<file path="src/shared/irq_pkg.sv">
// Purpose: constants and types shared by the interrupt controller and its CPU-side end
// Assumes: one 50 MHz clock, synchronous active-high reset
// Notes:   source numbers follow the fixed vector table
package irq_pkg;
    localparam int NUM_SRC    = 18;
    localparam int NUM_GRP    = 6;
    localparam int PRIO_LVLS  = 4;
    localparam int EVT_W      = 8;
    localparam logic [7:0] VEC_BASE = 8'h03;
    localparam logic [7:0] VEC_STEP = 8'h08;
    localparam logic [17:0] HW_CLEAR_MASK = 18'h0_1E0F;
    localparam logic [17:0] LEVEL_MASK    = 18'h0_A040;
    localparam logic [17:0] MERGED_MASK   = 18'h1_BF40;
    localparam int SRC_P2 = 6;
    localparam int SRC_WDT = 17;
    // Register addresses on the software port
    localparam logic [3:0] ADDR_CTRL    = 4'h0;
    localparam logic [3:0] ADDR_ENABLE  = 4'h1;
    localparam logic [3:0] ADDR_PRIO    = 4'h2;
    localparam logic [3:0] ADDR_STATUS  = 4'h3;
    localparam logic [3:0] ADDR_IMASK   = 4'h4;
    localparam logic [3:0] ADDR_SRCFLAG = 4'h5;
    localparam logic [3:0] ADDR_SRCMASK = 4'h6;
    localparam logic [3:0] ADDR_CLRFLAG = 4'h7;
    localparam logic [3:0] ADDR_VECTOR  = 4'h8;
    localparam logic [1:0] IRQ_EVT_ACK  = 2'd0;
    localparam logic [1:0] IRQ_EVT_RETI = 2'd1;
    localparam logic [31:0] RESET_WORD  = 32'h0000_0000;
    typedef logic [NUM_SRC-1:0] src_vec_t;
    typedef logic [1:0]         prio_t;
    typedef enum logic [1:0] {
        CPU_IDLE = 2'b00,
        CPU_REQ  = 2'b01,
        CPU_ISR  = 2'b10
    } cpu_state_t;
endpackage

</file>
<file path="src/shared/irq_if.sv">
// Purpose: link between the interrupt controller and the CPU core end
// Assumes: both ends on the one clock
// Notes:   ack is a one-cycle pulse, reti likewise
`timescale 1ns/1ps
interface irq_if (
    input wire logic clock
);
    import irq_pkg::*;
    logic             irq_req;
    logic [7:0]       irq_vector;
    logic [4:0]       irq_src;
    prio_t            irq_level;
    logic             irq_ack;
    logic             irq_reti;
    src_vec_t         cpu_flag_clr;
    modport ctrl (
        input  clock, irq_ack, irq_reti, cpu_flag_clr,
        output irq_req, irq_vector, irq_src, irq_level
    );
    modport cpu (
        input  clock, irq_req, irq_vector, irq_src, irq_level,
        output irq_ack, irq_reti, cpu_flag_clr
    );
endinterface

</file>
<file path="src/hw/irq_ctrl.sv">
// Purpose: interrupt request flags, masking, priority and vector selection
// Assumes: peripheral events arrive as one-cycle pulses, port inputs as levels
// Notes:   software owns enables and priorities through the register port
//
// Our own choices: the plain strobed port and the placing of the registers.
`timescale 1ns/1ps
module irq_ctrl (
    input  wire logic                    clock,
    input  wire logic                    sys_rst,
    irq_if.ctrl                          link,
    input  wire logic [irq_pkg::NUM_SRC-1:0]              src_pulse,
    input  wire logic [irq_pkg::NUM_SRC*irq_pkg::EVT_W-1:0] src_events,
    input  wire logic                    port2_usb_i2c_request,
    input  wire logic                    wdt_overflow,
    input  wire logic                    wdt_timer_mode,
    input  wire logic [3:0]              addr,
    input  wire logic [31:0]             wdata,
    input  wire logic                    wr_stb,
    input  wire logic                    rd_stb,
    output logic      [31:0]             rdata,
    output logic                         irq_out
);
    import irq_pkg::*;

    logic                global_irq_enable;
    src_vec_t            irq_en_reg;
    logic [11:0]         prio_reg;
    src_vec_t            cpu_flag_reg;
    logic [EVT_W-1:0]    src_flag_reg [NUM_SRC];
    logic [EVT_W-1:0]    src_mask_reg [NUM_SRC];
    logic [1:0]          stat_reg;
    logic [1:0]          imask_reg;
    logic [4:0]          sel_reg;
    logic [4:0]          sel_next;
    logic                found_next;
    prio_t               lvl_next;
    prio_t               active_lvl_reg;
    logic                in_service_reg;
    prio_t               stack_reg [PRIO_LVLS];
    logic [1:0]          depth_reg;
    src_vec_t            cause;
    src_vec_t            pend;
    logic                ack;
    logic [4:0]          sel_idx_wr;

    assign ack = link.irq_ack;
    assign sel_idx_wr = wdata[12:8];

    // ==========================================================
    // Source conditions
    // ==========================================================
    genvar g;
    generate
        for (g = 0; g < NUM_SRC; g++) begin : gen_src
            logic [EVT_W-1:0] ev;
            assign ev = src_events[g*EVT_W +: EVT_W];
            always_ff @(posedge clock) begin
                if (sys_rst) begin
                    src_flag_reg[g] <= '0;
                end else if (wr_stb && addr == ADDR_CLRFLAG && sel_idx_wr == 5'(g)) begin
                    src_flag_reg[g] <= (src_flag_reg[g] & wdata[EVT_W-1:0]) | ev;
                end else begin
                    src_flag_reg[g] <= src_flag_reg[g] | ev;
                end
            end
            if (g == SRC_P2) begin : gen_p2
                assign cause[g] = port2_usb_i2c_request
                    | (|(src_flag_reg[g] & src_mask_reg[g]));
            end else if (g == SRC_WDT) begin : gen_wdt
                assign cause[g] = wdt_overflow & wdt_timer_mode;
            end else if (MERGED_MASK[g]) begin : gen_merged
                assign cause[g] = |(src_flag_reg[g] & src_mask_reg[g]);
            end else begin : gen_plain
                assign cause[g] = src_pulse[g];
            end
        end
    endgenerate

    // ==========================================================
    // CPU-level flags
    // ==========================================================
    // flag per source, set always
    always_ff @(posedge clock) begin
        if (sys_rst) begin
            cpu_flag_reg <= '0;
        end else begin
            // hardware clear on entry for HW_CLEAR_MASK sources only; level sources re-assert
            cpu_flag_reg <= (cpu_flag_reg
                & ~link.cpu_flag_clr
                & ~((ack ? HW_CLEAR_MASK : '0) & src_vec_t'(1 << sel_reg)))
                | cause;
        end
    end

    // ==========================================================
    // Arbitration
    // ==========================================================
    // enable gating
    assign pend = global_irq_enable ? (cpu_flag_reg & irq_en_reg) : '0;

    always_comb begin
        found_next = 1'b0;
        sel_next   = 5'd0;
        lvl_next   = 2'd0;
        for (int i = NUM_SRC - 1; i >= 0; i--) begin
            if (pend[i] && (!found_next || prio_reg[2*(i%NUM_GRP) +: 2] >= lvl_next)) begin
                found_next = 1'b1;
                sel_next   = 5'(i);
                lvl_next   = prio_reg[2*(i%NUM_GRP) +: 2];
            end
        end
    end

    always_ff @(posedge clock) begin
        if (sys_rst) begin
            link.irq_req   <= 1'b0;
            link.irq_vector <= 8'h00;
            link.irq_src   <= 5'd0;
            link.irq_level <= 2'd0;
            sel_reg        <= 5'd0;
        end else begin
            link.irq_req    <= found_next && !ack && (!in_service_reg || lvl_next > active_lvl_reg);
            // Offer held until taken, so ack clears and takes the level of the taken source
            if (!link.irq_req || ack) begin
                link.irq_vector <= VEC_BASE + VEC_STEP * {3'd0, sel_next};
                link.irq_src    <= sel_next;
                link.irq_level  <= lvl_next;
                sel_reg         <= sel_next;
            end
        end
    end

    // Nesting of active levels
    always_ff @(posedge clock) begin
        if (sys_rst) begin
            in_service_reg <= 1'b0;
            active_lvl_reg <= 2'd0;
            depth_reg      <= 2'd0;
            for (int k = 0; k < PRIO_LVLS; k++) stack_reg[k] <= 2'd0;
        end else if (ack) begin
            stack_reg[depth_reg] <= active_lvl_reg;
            depth_reg            <= depth_reg + 2'd1;
            active_lvl_reg       <= link.irq_level;
            in_service_reg       <= 1'b1;
        end else if (link.irq_reti && in_service_reg) begin
            depth_reg      <= depth_reg - 2'd1;
            active_lvl_reg <= stack_reg[depth_reg - 2'd1];
            in_service_reg <= depth_reg != 2'd1;
        end
    end

    // ==========================================================
    // Software registers
    // ==========================================================
    always_ff @(posedge clock) begin
        if (sys_rst) begin
            global_irq_enable <= 1'b0;
            irq_en_reg        <= '0;
            prio_reg          <= '0;
            imask_reg         <= '0;
            for (int k = 0; k < NUM_SRC; k++) src_mask_reg[k] <= '0;
        end else if (wr_stb) begin
            case (addr)
                ADDR_CTRL:    global_irq_enable <= wdata[0];
                ADDR_ENABLE:  irq_en_reg <= wdata[NUM_SRC-1:0];
                ADDR_PRIO:    prio_reg <= wdata[11:0];
                ADDR_IMASK:   imask_reg <= wdata[1:0];
                ADDR_SRCMASK: begin
                    if (sel_idx_wr < 5'(NUM_SRC)) begin
                        src_mask_reg[sel_idx_wr] <= wdata[EVT_W-1:0];
                    end
                end
                default: ;
            endcase
        end
    end

    // Sticky events: acknowledge and return; set wins over clear
    always_ff @(posedge clock) begin
        if (sys_rst) begin
            stat_reg <= '0;
        end else begin
            stat_reg <= (stat_reg & ~((wr_stb && addr == ADDR_STATUS) ? wdata[1:0] : 2'b00))
                | {link.irq_reti, ack};
        end
    end

    always_ff @(posedge clock) begin
        if (sys_rst) begin
            irq_out <= 1'b0;
        end else begin
            irq_out <= |(stat_reg & imask_reg);
        end
    end

    always_ff @(posedge clock) begin
        if (sys_rst) begin
            rdata <= RESET_WORD;
        end else if (rd_stb) begin
            unique case (addr)
                ADDR_CTRL:    rdata <= {31'd0, global_irq_enable};
                ADDR_ENABLE:  rdata <= {14'd0, irq_en_reg};
                ADDR_PRIO:    rdata <= {20'd0, prio_reg};
                ADDR_STATUS:  rdata <= {30'd0, stat_reg};
                ADDR_IMASK:   rdata <= {30'd0, imask_reg};
                ADDR_SRCFLAG: rdata <= {14'd0, cpu_flag_reg};
                ADDR_VECTOR:  rdata <= {15'd0, in_service_reg, 3'd0, sel_reg, link.irq_vector};
                default:      rdata <= RESET_WORD;
            endcase
        end else begin
            rdata <= RESET_WORD;
        end
    end
endmodule

</file>
<file path="src/flat_wrapper.sv">
// flat-port wrapper written by rule: the top's interface ports become plain ports
module irq_ctrl_flat import irq_pkg::*;
  (clock, sys_rst, src_pulse, src_events, port2_usb_i2c_request, wdt_overflow, wdt_timer_mode, addr, wdata, wr_stb, rd_stb, rdata, irq_out, link_irq_ack, link_irq_reti, link_cpu_flag_clr, link_irq_req, link_irq_vector, link_irq_src, link_irq_level);
  irq_if link_i (.clock(clock));
  input  wire logic clock;
  input  wire logic sys_rst;
  input  wire logic [irq_pkg::NUM_SRC-1:0] src_pulse;
  input  wire logic [irq_pkg::NUM_SRC*irq_pkg::EVT_W-1:0] src_events;
  input  wire logic port2_usb_i2c_request;
  input  wire logic wdt_overflow;
  input  wire logic wdt_timer_mode;
  input  wire logic [3:0] addr;
  input  wire logic [31:0] wdata;
  input  wire logic wr_stb;
  input  wire logic rd_stb;
  output logic      [31:0] rdata;
  output logic irq_out;
  input wire logic [$bits(link_i.irq_ack)-1:0] link_irq_ack;
  input wire logic [$bits(link_i.irq_reti)-1:0] link_irq_reti;
  input wire logic [$bits(link_i.cpu_flag_clr)-1:0] link_cpu_flag_clr;
  output wire logic [$bits(link_i.irq_req)-1:0] link_irq_req;
  output wire logic [$bits(link_i.irq_vector)-1:0] link_irq_vector;
  output wire logic [$bits(link_i.irq_src)-1:0] link_irq_src;
  output wire logic [$bits(link_i.irq_level)-1:0] link_irq_level;
  assign link_i.irq_ack = link_irq_ack;
  assign link_i.irq_reti = link_irq_reti;
  assign link_i.cpu_flag_clr = link_cpu_flag_clr;
  assign link_irq_req = link_i.irq_req;
  assign link_irq_vector = link_i.irq_vector;
  assign link_irq_src = link_i.irq_src;
  assign link_irq_level = link_i.irq_level;
  irq_ctrl u_core (.clock(clock), .sys_rst(sys_rst), .link(link_i), .src_pulse(src_pulse), .src_events(src_events), .port2_usb_i2c_request(port2_usb_i2c_request), .wdt_overflow(wdt_overflow), .wdt_timer_mode(wdt_timer_mode), .addr(addr), .wdata(wdata), .wr_stb(wr_stb), .rd_stb(rd_stb), .rdata(rdata), .irq_out(irq_out));
endmodule
</file>
<file path="config.mk">
export PLATFORM = sky130hd
export DESIGN_NAME = irq_ctrl_flat
export DESIGN_NICKNAME = d
export VERILOG_FILES = /design/src/shared/irq_pkg.sv /design/src/shared/irq_if.sv /design/src/hw/irq_ctrl.sv /design/src/flat_wrapper.sv
export SDC_FILE = /design/constraint.sdc
export NUM_CORES = 1
export LEC_CHECK = 0
export ABC_CLOCK_PERIOD_IN_PS = 28000
export BUFFER_PORTS_ARGS = -buffer_cell sky130_fd_sc_hd__buf_4
export CORE_ASPECT_RATIO = 1.4
export CORE_MARGIN = 3
export CORE_UTILIZATION = 55
export DETAILED_ROUTE_END_ITERATION = 16
export GPL_TIMING_DRIVEN = 0
export PLACE_DENSITY = 0.83
export RECOVER_POWER = 50
export SYNTH_ARGS = -nofsm -noshare
export SYNTH_HDL_FRONTEND = slang
export SYNTH_SLANG_ARGS = --single-unit
</file>
<file path="constraint.sdc">
create_clock -name clock -period 28 [get_ports clock]
set_input_delay 8.4 -clock clock [delete_from_list [all_inputs] [get_ports clock]]
set_output_delay 8.4 -clock clock [all_outputs]
set_load 0.005 [all_outputs]
</file>
==> results of run 1 <==
-- final cells by class --
| cell class | count | area, µm² |
|---|---|---|
| flip-flops and latches | 238 | 6290 |
| multi-input cells | 953 | 5500 |
| clock inverters | 3 | 22.5 |
| repair buffers | 152 | 1130 |
| clock buffers | 39 | 678 |
| plain buffers | 94 | 452 |
| well taps | 297 | 372 |
| inverters | 105 | 394 |
| fillers | 1784 | 7110 |
-- power by group through the flow --
stage | Combinational [mW] | Sequential (mW) | Clock (mW)
after floorplan | 0.0352 | 0.404 | 0
after detailed placement | 0.0639 | 0.409 | 0
after CTS | 0.0644 | 0.401 | 0.298
after global placement | 0.0621 | 0.408 | 0
after global routing | 0.0715 | 0.403 | 0.312
final | 0.0654 | 0.402 | 0.297
-- per-stage QoR --
step,hold slack [ns],std cells,worst slack [ns],cell area [µm²]
after floorplan,0.445,1390,5.40,12600
after CTS,0.484,1881,2.01,14800
final,0.491,1881,1.76,14800
after detailed placement,0.466,1839,2.09,14100
after global routing,0.524,1881,0.0900,14800
after global placement,0.456,1839,2.23,14100
-- how the worst max path moves through the flow --
stage / start / endpoint / depth (start not counted)
6_report: u_core.global_irq_enable / u_core.link.irq_req / 116
5_1_grt: u_core.global_irq_enable / u_core.link.irq_req / 116
4_1_cts: u_core.global_irq_enable / u_core.link.irq_req / 116
3_5_place_dp: u_core.global_irq_enable / u_core.link.irq_req / 115
3_3_place_gp: u_core.global_irq_enable / u_core.link.irq_req / 115
2_1_floorplan: u_core.global_irq_enable / u_core.link.irq_req / 116
-- worst max-delay path: cells and delay by family, from the launching register on --
kind / cells / cell delay, ns
AOI/OAI and AO/OA: 50 / 11.85
and+or+nand+nor: 40 / 6.18
adders and majority gates: 19 / 5.41
buffers and inverters: 4 / 1.25
muxes: 3 / 1.09
DFF: 1 / 0.35
-- layer usage --
metal | routed length (µm) | share of wire (%) | vias to the layer above
met5 | 0 | 0 | -
met4 | 2670 | 6.8 | 0
met3 | 3210 | 8.2 | 162
met2 | 19900 | 51 | 686
met1 | 13300 | 34 | 5281
li1 | - | - | 5122
-- logic make-up after synthesis --
group | synth area share (%)
AO/OA/AOI/OAI | 20.7
XOR/XNOR | 0.0711
adder cells (fa/ha/maj) | 2.72
buffers and inverters | 6.87
flip-flops | 51.1
multiplexers | 1.22
other | 0.0610
AND/OR/NAND/NOR | 17.3
-- layout by cell type (no fill, tap or decap), types with 6 or more instances in the layout --
master | Yosys | final
sky130_fd_sc_hd__a211oi_1 | 6 | 6
sky130_fd_sc_hd__a21oi_1 | 155 | 155
sky130_fd_sc_hd__a221oi_1 | 15 | 15
sky130_fd_sc_hd__a222oi_1 | 18 | 18
sky130_fd_sc_hd__a22o_1 | 11 | 11
sky130_fd_sc_hd__a22oi_1 | 17 | 17
sky130_fd_sc_hd__a31o_2 | 7 | 7
sky130_fd_sc_hd__a31oi_1 | 19 | 19
sky130_fd_sc_hd__and2_0 | 0 | 16
sky130_fd_sc_hd__and2_1 | 79 | 63
sky130_fd_sc_hd__and3_1 | 14 | 14
sky130_fd_sc_hd__buf_4 | 22 | 138
sky130_fd_sc_hd__clkbuf_1 | 65 | 79
sky130_fd_sc_hd__clkbuf_16 | 0 | 23
sky130_fd_sc_hd__clkbuf_4 | 0 | 32
sky130_fd_sc_hd__conb_1 | 2 | 87
sky130_fd_sc_hd__dfxtp_1 | 86 | 86
sky130_fd_sc_hd__edfxtp_1 | 152 | 152
sky130_fd_sc_hd__ha_1 | 26 | 26
sky130_fd_sc_hd__inv_1 | 105 | 105
sky130_fd_sc_hd__mux2i_1 | 6 | 6
sky130_fd_sc_hd__nand2_1 | 140 | 140
sky130_fd_sc_hd__nand2b_1 | 23 | 23
sky130_fd_sc_hd__nand3_1 | 29 | 29
sky130_fd_sc_hd__nand3b_1 | 7 | 7
sky130_fd_sc_hd__nor2_1 | 67 | 67
sky130_fd_sc_hd__nor3_1 | 11 | 11
sky130_fd_sc_hd__nor3b_1 | 7 | 7
sky130_fd_sc_hd__o2111ai_1 | 6 | 6
sky130_fd_sc_hd__o21ai_0 | 101 | 101
sky130_fd_sc_hd__o22ai_1 | 6 | 6
sky130_fd_sc_hd__or2_2 | 14 | 13
-- timing repair --
action,CTS,global route
endpoints found under the hold margin,0,0
resized for setup,0,1
endpoints found under the setup margin,0,1
==> metrics.md, run 1 <==
| Metric | Value |
|---|---|
| Status | finished, final reports clean |
| Die extent in x | 132 µm |
| Relative contribution of sequential cells to total power | between 50% and 60% |
| Async SR Flop Fraction | 0% |
| Port bufs | 152 |
| Chip Height | approximately 180 µm |
| Grt peak-use layer | met2 |
| Post-synthesis sequential area ratio | between 50% and 60% |
| Worst-case hold path end point | u_core.irq_en_reg[11] |
| Cell taking the most area after synthesis | sky130_fd_sc_hd__edfxtp_1 |
| Number of synthesized flops with an enable pin | 152 |
| Most frequent cells after synthesis | sky130_fd_sc_hd__a21oi_1, sky130_fd_sc_hd__edfxtp_1, sky130_fd_sc_hd__nand2_1 |
| Number of nets in the final layout | about 1.8k |
| CTS tree | done |
| Ant. Diodes | 0 |
| Worst reg2reg path startpoint | u_core.global_irq_enable |
| Hold Crit Start | u_core.irq_en_reg[11] |
| Bufs on Longest Clock Path | 3 |
| Dominant cell by count in the synthesized netlist | sky130_fd_sc_hd__a21oi_1 |
| Initial antenna violation count | 0 |
| Post-CTS Hold Fix Bufs | 0 |
| Largest net degree at the start of global routing | 15 |
| Avg Cell Area, Syn | roughly 9.4 µm² |
| CTS clock-pin slew for the worst setup and hold paths | 0.06 ns |
| Leading post-synthesis cells by cell area | sky130_fd_sc_hd__edfxtp_1, sky130_fd_sc_hd__dfxtp_1, sky130_fd_sc_hd__a21oi_1 |
| Antenna violation net count after detailed routing | 0 |
| Switching power as a share of total power | a little under a quarter |
| Placed wire-length estimate after detailed placement | approximately 29,000 µm |
| Final cycle utilization of the critical path | between 90% and 100% |
| Met2 capacity usage during global routing | between 50% and 60% |
| P_sw | approximately 180 µW |
| Global Route met1 Usage | 34.7% |
| Hold Path Stages | 2 |
| Clock latency of the later-clocked register in the worst-skew pair | between 0.5 and 0.6 ns |
| Synth Register Bits | approximately 240 |
| Number of DRC violations after detailed routing | 0 |
| Delay of the slowest cell on the worst path | ~0.65 ns |
| Top-level I/O count | 274 |
| Detailed-route via count | ~11k |
| FP Rows | 64 |
| Fraction of final layout cells sized beyond drive strength 1 | ~16% |
| Global-route total usage across every layer | ~31% |
| Most used DFF post-synth | sky130_fd_sc_hd__edfxtp_1 |
| Number of global-route vias before repair | 11.0k |
| Slowest cell on the critical path | sky130_fd_sc_hd__o311ai_0 |
| Min-delay worst type | flip-flop to flip-flop |
| Total internal power | 583 µW |
| Fraction of met3 tracks used by global routing | between 4 and 5% |
| Layout overhead on the synthesized area | 20.4% |
| Max Cap Viol | 0 |
| Time the final worst path needs with I/O delays and setup | 26.24 ns |
| Clock tree root buffer cell | sky130_fd_sc_hd__clkbuf_16 |
| YS warnings | 0 |
| Slack of the worst reg-to-reg path | 1.76 ns |
| Total count of hold-check failures in the final report | 0 |
| Synth unique cells | 76 |
| Number of post-CTS setup repair buffers | 0 |
| CTS buffer count | 23 |
| Area share of the largest cell type after synthesis | between 30 and 40% |
| Setup repair after global routing missed its margin | no |
| Clock Power Share | between 30% and 40% |
| Synthesized area | roughly 12,000 µm² |
| Worst ir drop on vdd | 52.9 µV |
| Category of the worst setup path launch point | flip-flop |
| Overall die area | around 24,000 µm² |
| Worst slew margin relative to its limit | roughly 33% |
| Crit. End Element | flip-flop |
| Core occupancy in the finished layout | about 68% |
| Overall power consumption | 764 µW |
| Static power due to leakage | slightly below 6 nW |
| Highest fanout seen on the critical path | 10 |
| Power density of the placed cells | about 52 nW/µm² |
| Endpoint of the lowest-slack register-to-register path | u_core.link.irq_req |
| Detailed Route WL | 39,100 µm |
| Combinational share of power | about 8.6% |
| Worst reg-to-reg path cell count | around 120 |
| Most prevalent standard cell on the critical path | sky130_fd_sc_hd__ha_1 |
| Number of sinks driven by the clock tree | approximately 240 |
| Residual overflow from global routing | 0 |
| Routed vias/inst | about 6 |
| Initial DRC count | about 1.3k |
| Timing-limited maximum frequency | around 0.038 GHz |
| Worst setup skew after layout | 0.0121 ns |
| Actual slew at the worst max-slew pin | ~1 ns |
| Data required time of the critical path | around 28 ns |
| Data arrival time of the critical path | around 27 ns |
| Average wire length per cell after detail routing | ~21 µm |
| Initial Util | 56.1% |
| Global-route wire length before repair | 59,000 µm |
| Depth of the CTS H-tree | 1 |
| Core Area | between 20,000 and 25,000 µm² |
| Drt first pass iters | 6 |
| Setup TNS | 0 ns |
| Setup Viol. Count Final | 0 |
| Gate Count Post-Synth | roughly 1.3k |
| Final-report max-slew violation count | 0 |
| RePlAce Congestion | 0.993 |
| Type of the worst setup path | flip-flop to flip-flop |
No activity file was read; power rests on OpenSTA's default activity.
==> run 2, diff against run 1 <==
- CELL_PAD_IN_SITES_DETAIL_PLACEMENT: default -> 0
- CELL_PAD_IN_SITES_GLOBAL_PLACEMENT: default -> 2
- CORE_UTILIZATION: 55 -> 33
- PLACE_DENSITY: 0.83 -> 0.82
==> run 2 against run 1 <==
Non-clock buffer count did not move. Via count fell by 4.8%. Total power rose by 2.3%. Cell count rose by 9.2%. Combinational power rose by 2%. Routed wire length rose by 12%. Die area rose by 64%. Critical path depth rose by 1. Core utilization fell by 27 points. Clock power rose by 6%. Worst hold slack got worse by 0.0049 ns. Worst setup slack improved by 0.076 ns.
==> metrics.md, run 2 (synthesis gave the netlist of run 1 again) <==
| Metric | Value |
|---|---|
| Status | finished, final reports clean |
| Core Area | about 37,000 µm² |
| Timing-limited maximum frequency | around 0.038 GHz |
| Worst-case hold path end point | u_core.irq_en_reg[10] |
| Overall power consumption | roughly 780 µW |
| Total internal power | roughly 590 µW |
| Routed vias/inst | approximately 5.2 |
| Data arrival time of the critical path | between 20 and 30 ns |
| Placed wire-length estimate after detailed placement | between 30,000 and 40,000 µm |
| Hold Path Stages | 2 |
| Min-delay worst type | flip-flop to flip-flop |
| Final-report max-slew violation count | 0 |
| Finished layout cell area | between 15,000 and 20,000 µm² |
| Overall die area | a little under 40,000 µm² |
| Type of the worst setup path | flip-flop to flip-flop |
| Worst reg-to-reg path cell count | approximately 120 |
| Post-CTS Hold Fix Bufs | 0 |
| CTS clock-pin slew for the worst setup and hold paths | roughly 0.060 ns |
| Category of the worst setup path launch point | flip-flop |
| FILL cells | around 3.8k |
| RePlAce Congestion | between 0.9 and 1 |
| Layout overhead on the synthesized area | 22.6% |
| Most prevalent standard cell on the critical path | sky130_fd_sc_hd__ha_1 |
| Clock latency of the later-clocked register in the worst-skew pair | approximately 0.53 ns |
| Initial Util | roughly a third |
| Final cycle utilization of the critical path | 93.4% |
| Top-level I/O count | approximately 270 |
| Slack of the worst reg-to-reg path | 1.83 ns |
| Setup repair after global routing missed its margin | no |
| Number of DRC violations after detailed routing | 0 |
| Worst setup skew after layout | between 0.008 and 0.009 ns |
| Total count of hold-check failures in the final report | 0 |
| Time the final worst path needs with I/O delays and setup | roughly 26 ns |
| Drt first pass iters | 8 |
| Delay of the slowest cell on the worst path | 0.66 ns |
| Most common cell after layout, fill and taps aside | sky130_fd_sc_hd__a21oi_1 |
| Post-Place Setup Slack | roughly 1.7 ns |
| Port bufs | roughly 150 |
| Data required time of the critical path | ~28 ns |
| Worst slew margin relative to its limit | a little over a fifth |
| Bufs on Longest Clock Path | 3 |
| Number of nets in the final layout | roughly 1.8k |
| Worst reg2reg path startpoint | u_core.global_irq_enable |
| Static power due to leakage | between 5 and 6 nW |
| Actual slew at the worst max-slew pin | between 1 and 1.5 ns |
| Final standard cell count with taps included and fillers excluded | between 2k and 2.5k |
| Chip Height | approximately 230 µm |
| Max Cap Viol | 0 |
| Global-route wire length before repair | 64,300 µm |
| CTS buffer count | 25 |
| Switching power as a share of total power | between 20% and 30% |
| CTS tree | done |
| Number of post-CTS setup repair buffers | 0 |
| Crit. End Element | flip-flop |
| Core occupancy in the finished layout | between 40% and 50% |
| Worst ir drop on vdd | around 36 µV |
| Combinational share of power | 8.5% |
| Highest fanout seen on the critical path | 10 |
| Average wire length per cell after detail routing | between 20 and 25 µm |
| Largest net degree at the start of global routing | 15 |
| Power density of the placed cells | approximately 52 nW/µm² |
| Placed instance count | about 2k |
| Total placed instance area | roughly 14,000 µm² |
| Global-route total usage across every layer | 21.5% |
| Residual overflow from global routing | 0 |
| Depth of the CTS H-tree | 1 |
| Setup Viol. Count Final | 0 |
| Endpoint of the lowest-slack register-to-register path | u_core.link.irq_req |
| FP Rows | just over 80 |
| Worst Hold Margin | between 0.4 and 0.5 ns |
| Relative contribution of sequential cells to total power | roughly 50% |
| Ant. Diodes | 0 |
| Antenna violation net count after detailed routing | 0 |
| Hold Crit Start | u_core.irq_en_reg[10] |
| Clock Power Share | around 40% |
| Initial antenna violation count | 0 |
| Fraction of final layout cells sized beyond drive strength 1 | 16.1% |
| Setup TNS | 0 ns |
| Die extent in x | between 150 and 200 µm |
| Detailed Route WL | approximately 44,000 µm |
| Detailed-route via count | 10.7k |
| P_sw | between 150 and 200 µW |
| Minimum setup slack in the final design | between 1.5 and 2 ns |
| Number of sinks driven by the clock tree | around 240 |
| Commonest cells after routing, fill and taps aside | sky130_fd_sc_hd__a21oi_1, sky130_fd_sc_hd__edfxtp_1, sky130_fd_sc_hd__nand2_1, sky130_fd_sc_hd__buf_4, sky130_fd_sc_hd__inv_1 |
| Slowest cell on the critical path | sky130_fd_sc_hd__o311ai_0 |
| Clock tree root buffer cell | sky130_fd_sc_hd__clkbuf_16 |
| Initial DRC count | roughly 850 |
| Number of global-route vias before repair | 10.7k |
run 2: critical path: cells and delay by family (launching register included):
kind / cells / cell delay [ns]
fa+ha+maj: 19 / 5.41
mux: 3 / 1.07
flops: 1 / 0.34
simple gates: 42 / 6.27
compound gates: 49 / 11.90
buf+inv: 4 / 1.08
run 2: power by group through the flow:
| stage | clock network (mW) | logic [mW] | registers (mW) |
|---|---|---|---|
| after global placement | 0 | 0.0659 | 0.409 |
| after CTS | 0.322 | 0.0669 | 0.402 |
| after detailed placement | 0 | 0.0667 | 0.409 |
| after global routing | 0.333 | 0.0736 | 0.403 |
| after floorplan | 0 | 0.0352 | 0.404 |
| final | 0.314 | 0.0664 | 0.402 |
run 2: what timing repair did:
action	4_1_cts	5_1_grt
gates resized for setup	0	3
endpoints found under the hold margin	0	0
setup endpoints to repair	0	1
run 2: how the worst max path moves through the flow:
stage                        startpoint                  end  slack (ns)  depth (start not counted)
2_1_floorplan  u_core.global_irq_enable  u_core.link.irq_req        5.40                        116
3_3_place_gp   u_core.global_irq_enable  u_core.link.irq_req        1.85                        115
3_5_place_dp   u_core.global_irq_enable  u_core.link.irq_req        1.71                        116
4_1_cts        u_core.global_irq_enable  u_core.link.irq_req        1.67                        117
5_1_grt        u_core.global_irq_enable  u_core.link.irq_req        0.07                        117
6_report       u_core.global_irq_enable  u_core.link.irq_req        1.83                        117
run 2: cell type report:
class / instances / area, µm² / area share [%]
Tap cell: 467 / 584 / 3.87
Clock buffer: 33 / 666 / 4.41
Timing Repair Buffer: 152 / 1120 / 7.43
Buffer: 94 / 453 / 3.00
Multi-Input combinational cell: 953 / 5500 / 36.4
Inverter: 105 / 394 / 2.61
Clock inverter: 12 / 90.1 / 0.597
Sequential cell: 238 / 6290 / 41.6
run 2: routing by layer:
metal | global-route usage [%] | routed length (µm) | share of wire, % | up-vias
li1 | - | - | - | 5143
met5 | 0 | 0 | 0 | -
met3 | 2.28 | 2220 | 5.1 | 93
met2 | 40.8 | 22900 | 52 | 367
met1 | 24.4 | 16500 | 38 | 5109
met4 | 9.16 | 2010 | 4.6 | 0
==> run 3, diff against run 2 <==
==> constraint.sdc (replaced) <==
create_clock -name clock -period 28 [get_ports clock]
set_input_delay 8.4 -clock clock [delete_from_list [all_inputs] [get_ports clock]]
set_output_delay 8.4 -clock clock [all_outputs]
set_load 0.05 [all_outputs]
==> run 3 against run 2 <==
Non-clock buffer count unchanged. Via count fell by 0.50%. Count of clock-buffer cells in the layout stayed put. Design area fell by 0.72%. Register-to-register slack improved by 0.10 ns. Sequential share of layout area grew 0.30 points.
==> metrics.md, run 3 (synthesis gave the netlist of run 1 again) <==
| Metric | Value |
|---|---|
| Total count of hold-check failures in the final report | 0 |
| WL met2 | approximately 23,000 µm |
| Global-route wire length before repair | ~64,000 µm |
| Detailed Route WL | around 44,000 µm |
| Initial DRC count | 858 |
| Actual slew at the worst max-slew pin | 1.15 ns |
| Timing-limited maximum frequency | around 0.038 GHz |
| Final-report max-slew violation count | 0 |
| Overall power consumption | around 800 µW |
| Number of global-route vias before repair | 10.7k |
| Antenna violation net count after detailed routing | 0 |
| Ant. Diodes | 0 |
| Time the final worst path needs with I/O delays and setup | approximately 26 ns |
| Commonest cells after routing, fill and taps aside | sky130_fd_sc_hd__a21oi_1, sky130_fd_sc_hd__edfxtp_1, sky130_fd_sc_hd__nand2_1, sky130_fd_sc_hd__buf_4, sky130_fd_sc_hd__clkbuf_1 |
| Worst setup skew after layout | between 0.009 and 0.01 ns |
| Relative contribution of sequential cells to total power | 51.1% |
| Data required time of the critical path | approximately 28 ns |
| Number of DRC violations after detailed routing | 0 |
| Detailed-routing wirelength on met1 | 16,600 µm |
| Min-delay worst type | flip-flop to flip-flop |
| Initial antenna violation count | 0 |
| Final standard cell count with taps included and fillers excluded | a little over 2k |
| Largest net degree at the start of global routing | 15 |
| Number of sinks driven by the clock tree | between 200 and 250 |
| Routed vias/inst | around 5.2 |
| Total internal power | approximately 600 µW |
| Most prevalent standard cell on the critical path | sky130_fd_sc_hd__ha_1 |
| Minimum setup slack in the final design | 1.94 ns |
| Clock latency of the later-clocked register in the worst-skew pair | roughly 0.53 ns |
| Slack of the worst reg-to-reg path | around 1.9 ns |
| Residual overflow from global routing | 0 |
| Combinational share of power | 9.1% |
| Switching power as a share of total power | 24.5% |
| Detailed-route via count | between 10k and 15k |
| Overall die area | 39,700 µm² |
| Most common cell after layout, fill and taps aside | sky130_fd_sc_hd__a21oi_1 |
| Met3 Wirelength | ~2200 µm |
| Total placed instance area | 14,400 µm² |
| Max Cap Viol | 0 |
| Slowest cell on the critical path | sky130_fd_sc_hd__a311oi_1 |
| RePlAce Congestion | about 0.91 |
| Data arrival time of the critical path | ~27 ns |
| Chip Height | 235 µm |
| Delay-heaviest family, CP | compound AO/OA/AOI/OAI gates |
| Port bufs | between 150 and 200 |
| Count of instances resized after the clock tree is built | 0 |
| CTS tree | done |
| Depth of the CTS H-tree | 1 |
| FP Rows | 83 |
| Static power due to leakage | around 5.9 nW |
| Number of post-CTS setup repair buffers | 0 |
| Post-Place Setup Slack | 1.71 ns |
| Status | finished, final reports clean |
| Bufs on Longest Clock Path | 3 |
| Category of the worst setup path launch point | flip-flop |
| Placed wire-length estimate after detailed placement | ~34,000 µm |
| Top-level I/O count | about 270 |
| Setup Viol. Count Final | 0 |
| Average wire length per cell after detail routing | around 21 µm |
| P_sw | between 150 and 200 µW |
| Core Area | approximately 37,000 µm² |
| Setup repair after global routing missed its margin | no |
| Layout overhead on the synthesized area | 21.7% |
| Global-route total usage across every layer | between 20% and 30% |
| Setup TNS | 0 ns |
| Placed instance count | roughly 2.0k |
| CTS clock-pin slew for the worst setup and hold paths | roughly 0.060 ns |
| Buffers & Inverters on Critical Path | 4 |
| Drt first pass iters | 8 |
| Crit. End Element | flip-flop |
| Uppermost layer routed | met4 |
| CTS buffer count | 25 |
| Worst ir drop on vdd | 35.6 µV |
| Number of nets in the final layout | approximately 1.8k |
| Finished layout cell area | between 10,000 and 15,000 µm² |
| Highest fanout seen on the critical path | 10 |
| Die extent in x | 169 µm |
| Clock tree root buffer cell | sky130_fd_sc_hd__clkbuf_16 |
| Initial Util | between 30 and 40% |
| Worst slew margin relative to its limit | a little under a quarter |
| Clock Power Share | 39.9% |
| Power density of the placed cells | ~53 nW/µm² |
| Post-CTS Hold Fix Bufs | 0 |
| Type of the worst setup path | flip-flop to flip-flop |
| Final cycle utilization of the critical path | between 90% and 100% |
| Delay of the slowest cell on the worst path | ~0.6 ns |
| Fraction of final layout cells sized beyond drive strength 1 | between 10 and 15% |
==> run 3: cell counts in the layout (fill, tap and decap cells not counted) <==
Identical to the previous run, type by type.
==> run 3: power groups by stage <==
stage	logic (mW)	clock network, mW	registers (mW)
finish	0.0712	0.314	0.402
global placement	0.0709	0	0.409
global route	0.0785	0.333	0.403
detailed placement	0.0717	0	0.409
CTS	0.0720	0.322	0.402
floorplan	0.0396	0	0.404
==> run 3: final cells by class <==
class | instances | area (µm²)
multi-input combinational | 953 | 5500
timing repair buffer | 152 | 1010
inverter | 105 | 394
tap | 467 | 584
buffer | 94 | 453
sequential | 238 | 6290
fill | 3802 | 21800
clock buffer | 33 | 666
clock inverter | 12 | 90.1
==> run 3: metal layers <==
layer | vias up | global-route usage, %
met5 | - | 0
met4 | 0 | 9.16
met3 | 86 | 2.28
met2 | 343 | 40.8
met1 | 5090 | 24.4
li1 | 5139 | -
==> run 3: final timing paths <==
| path | from | cells after the start | endpoint |
|---|---|---|---|
| max | u_core.global_irq_enable | 116 | u_core.link.irq_req |
| min | u_core.irq_en_reg[14] | 2 | u_core.irq_en_reg[14] |
| max reg2reg | u_core.global_irq_enable | 116 | u_core.link.irq_req |
| min reg2reg | u_core.irq_en_reg[14] | 2 | u_core.irq_en_reg[14] |
==> run 3: worst reg2reg max path, delay by kind of cell, from the launching register on <==
kind / cells / cell delay [ns]
AND/OR/NAND/NOR: 40 / 6.03
AO/OA/AOI/OAI: 50 / 12.01
buffers and inverters: 4 / 1.07
adder cells (fa/ha/maj): 19 / 5.43
flip-flops: 1 / 0.34
multiplexers: 3 / 1.08
==> run 3: through the flow <==
stage,hold slack (ns),utilization [%]
after detailed placement,0.473,39.1
after floorplan,0.445,-
after global routing,0.499,40.8
after global placement,0.463,39.1
after CTS,0.481,41.1
final,0.487,40.8
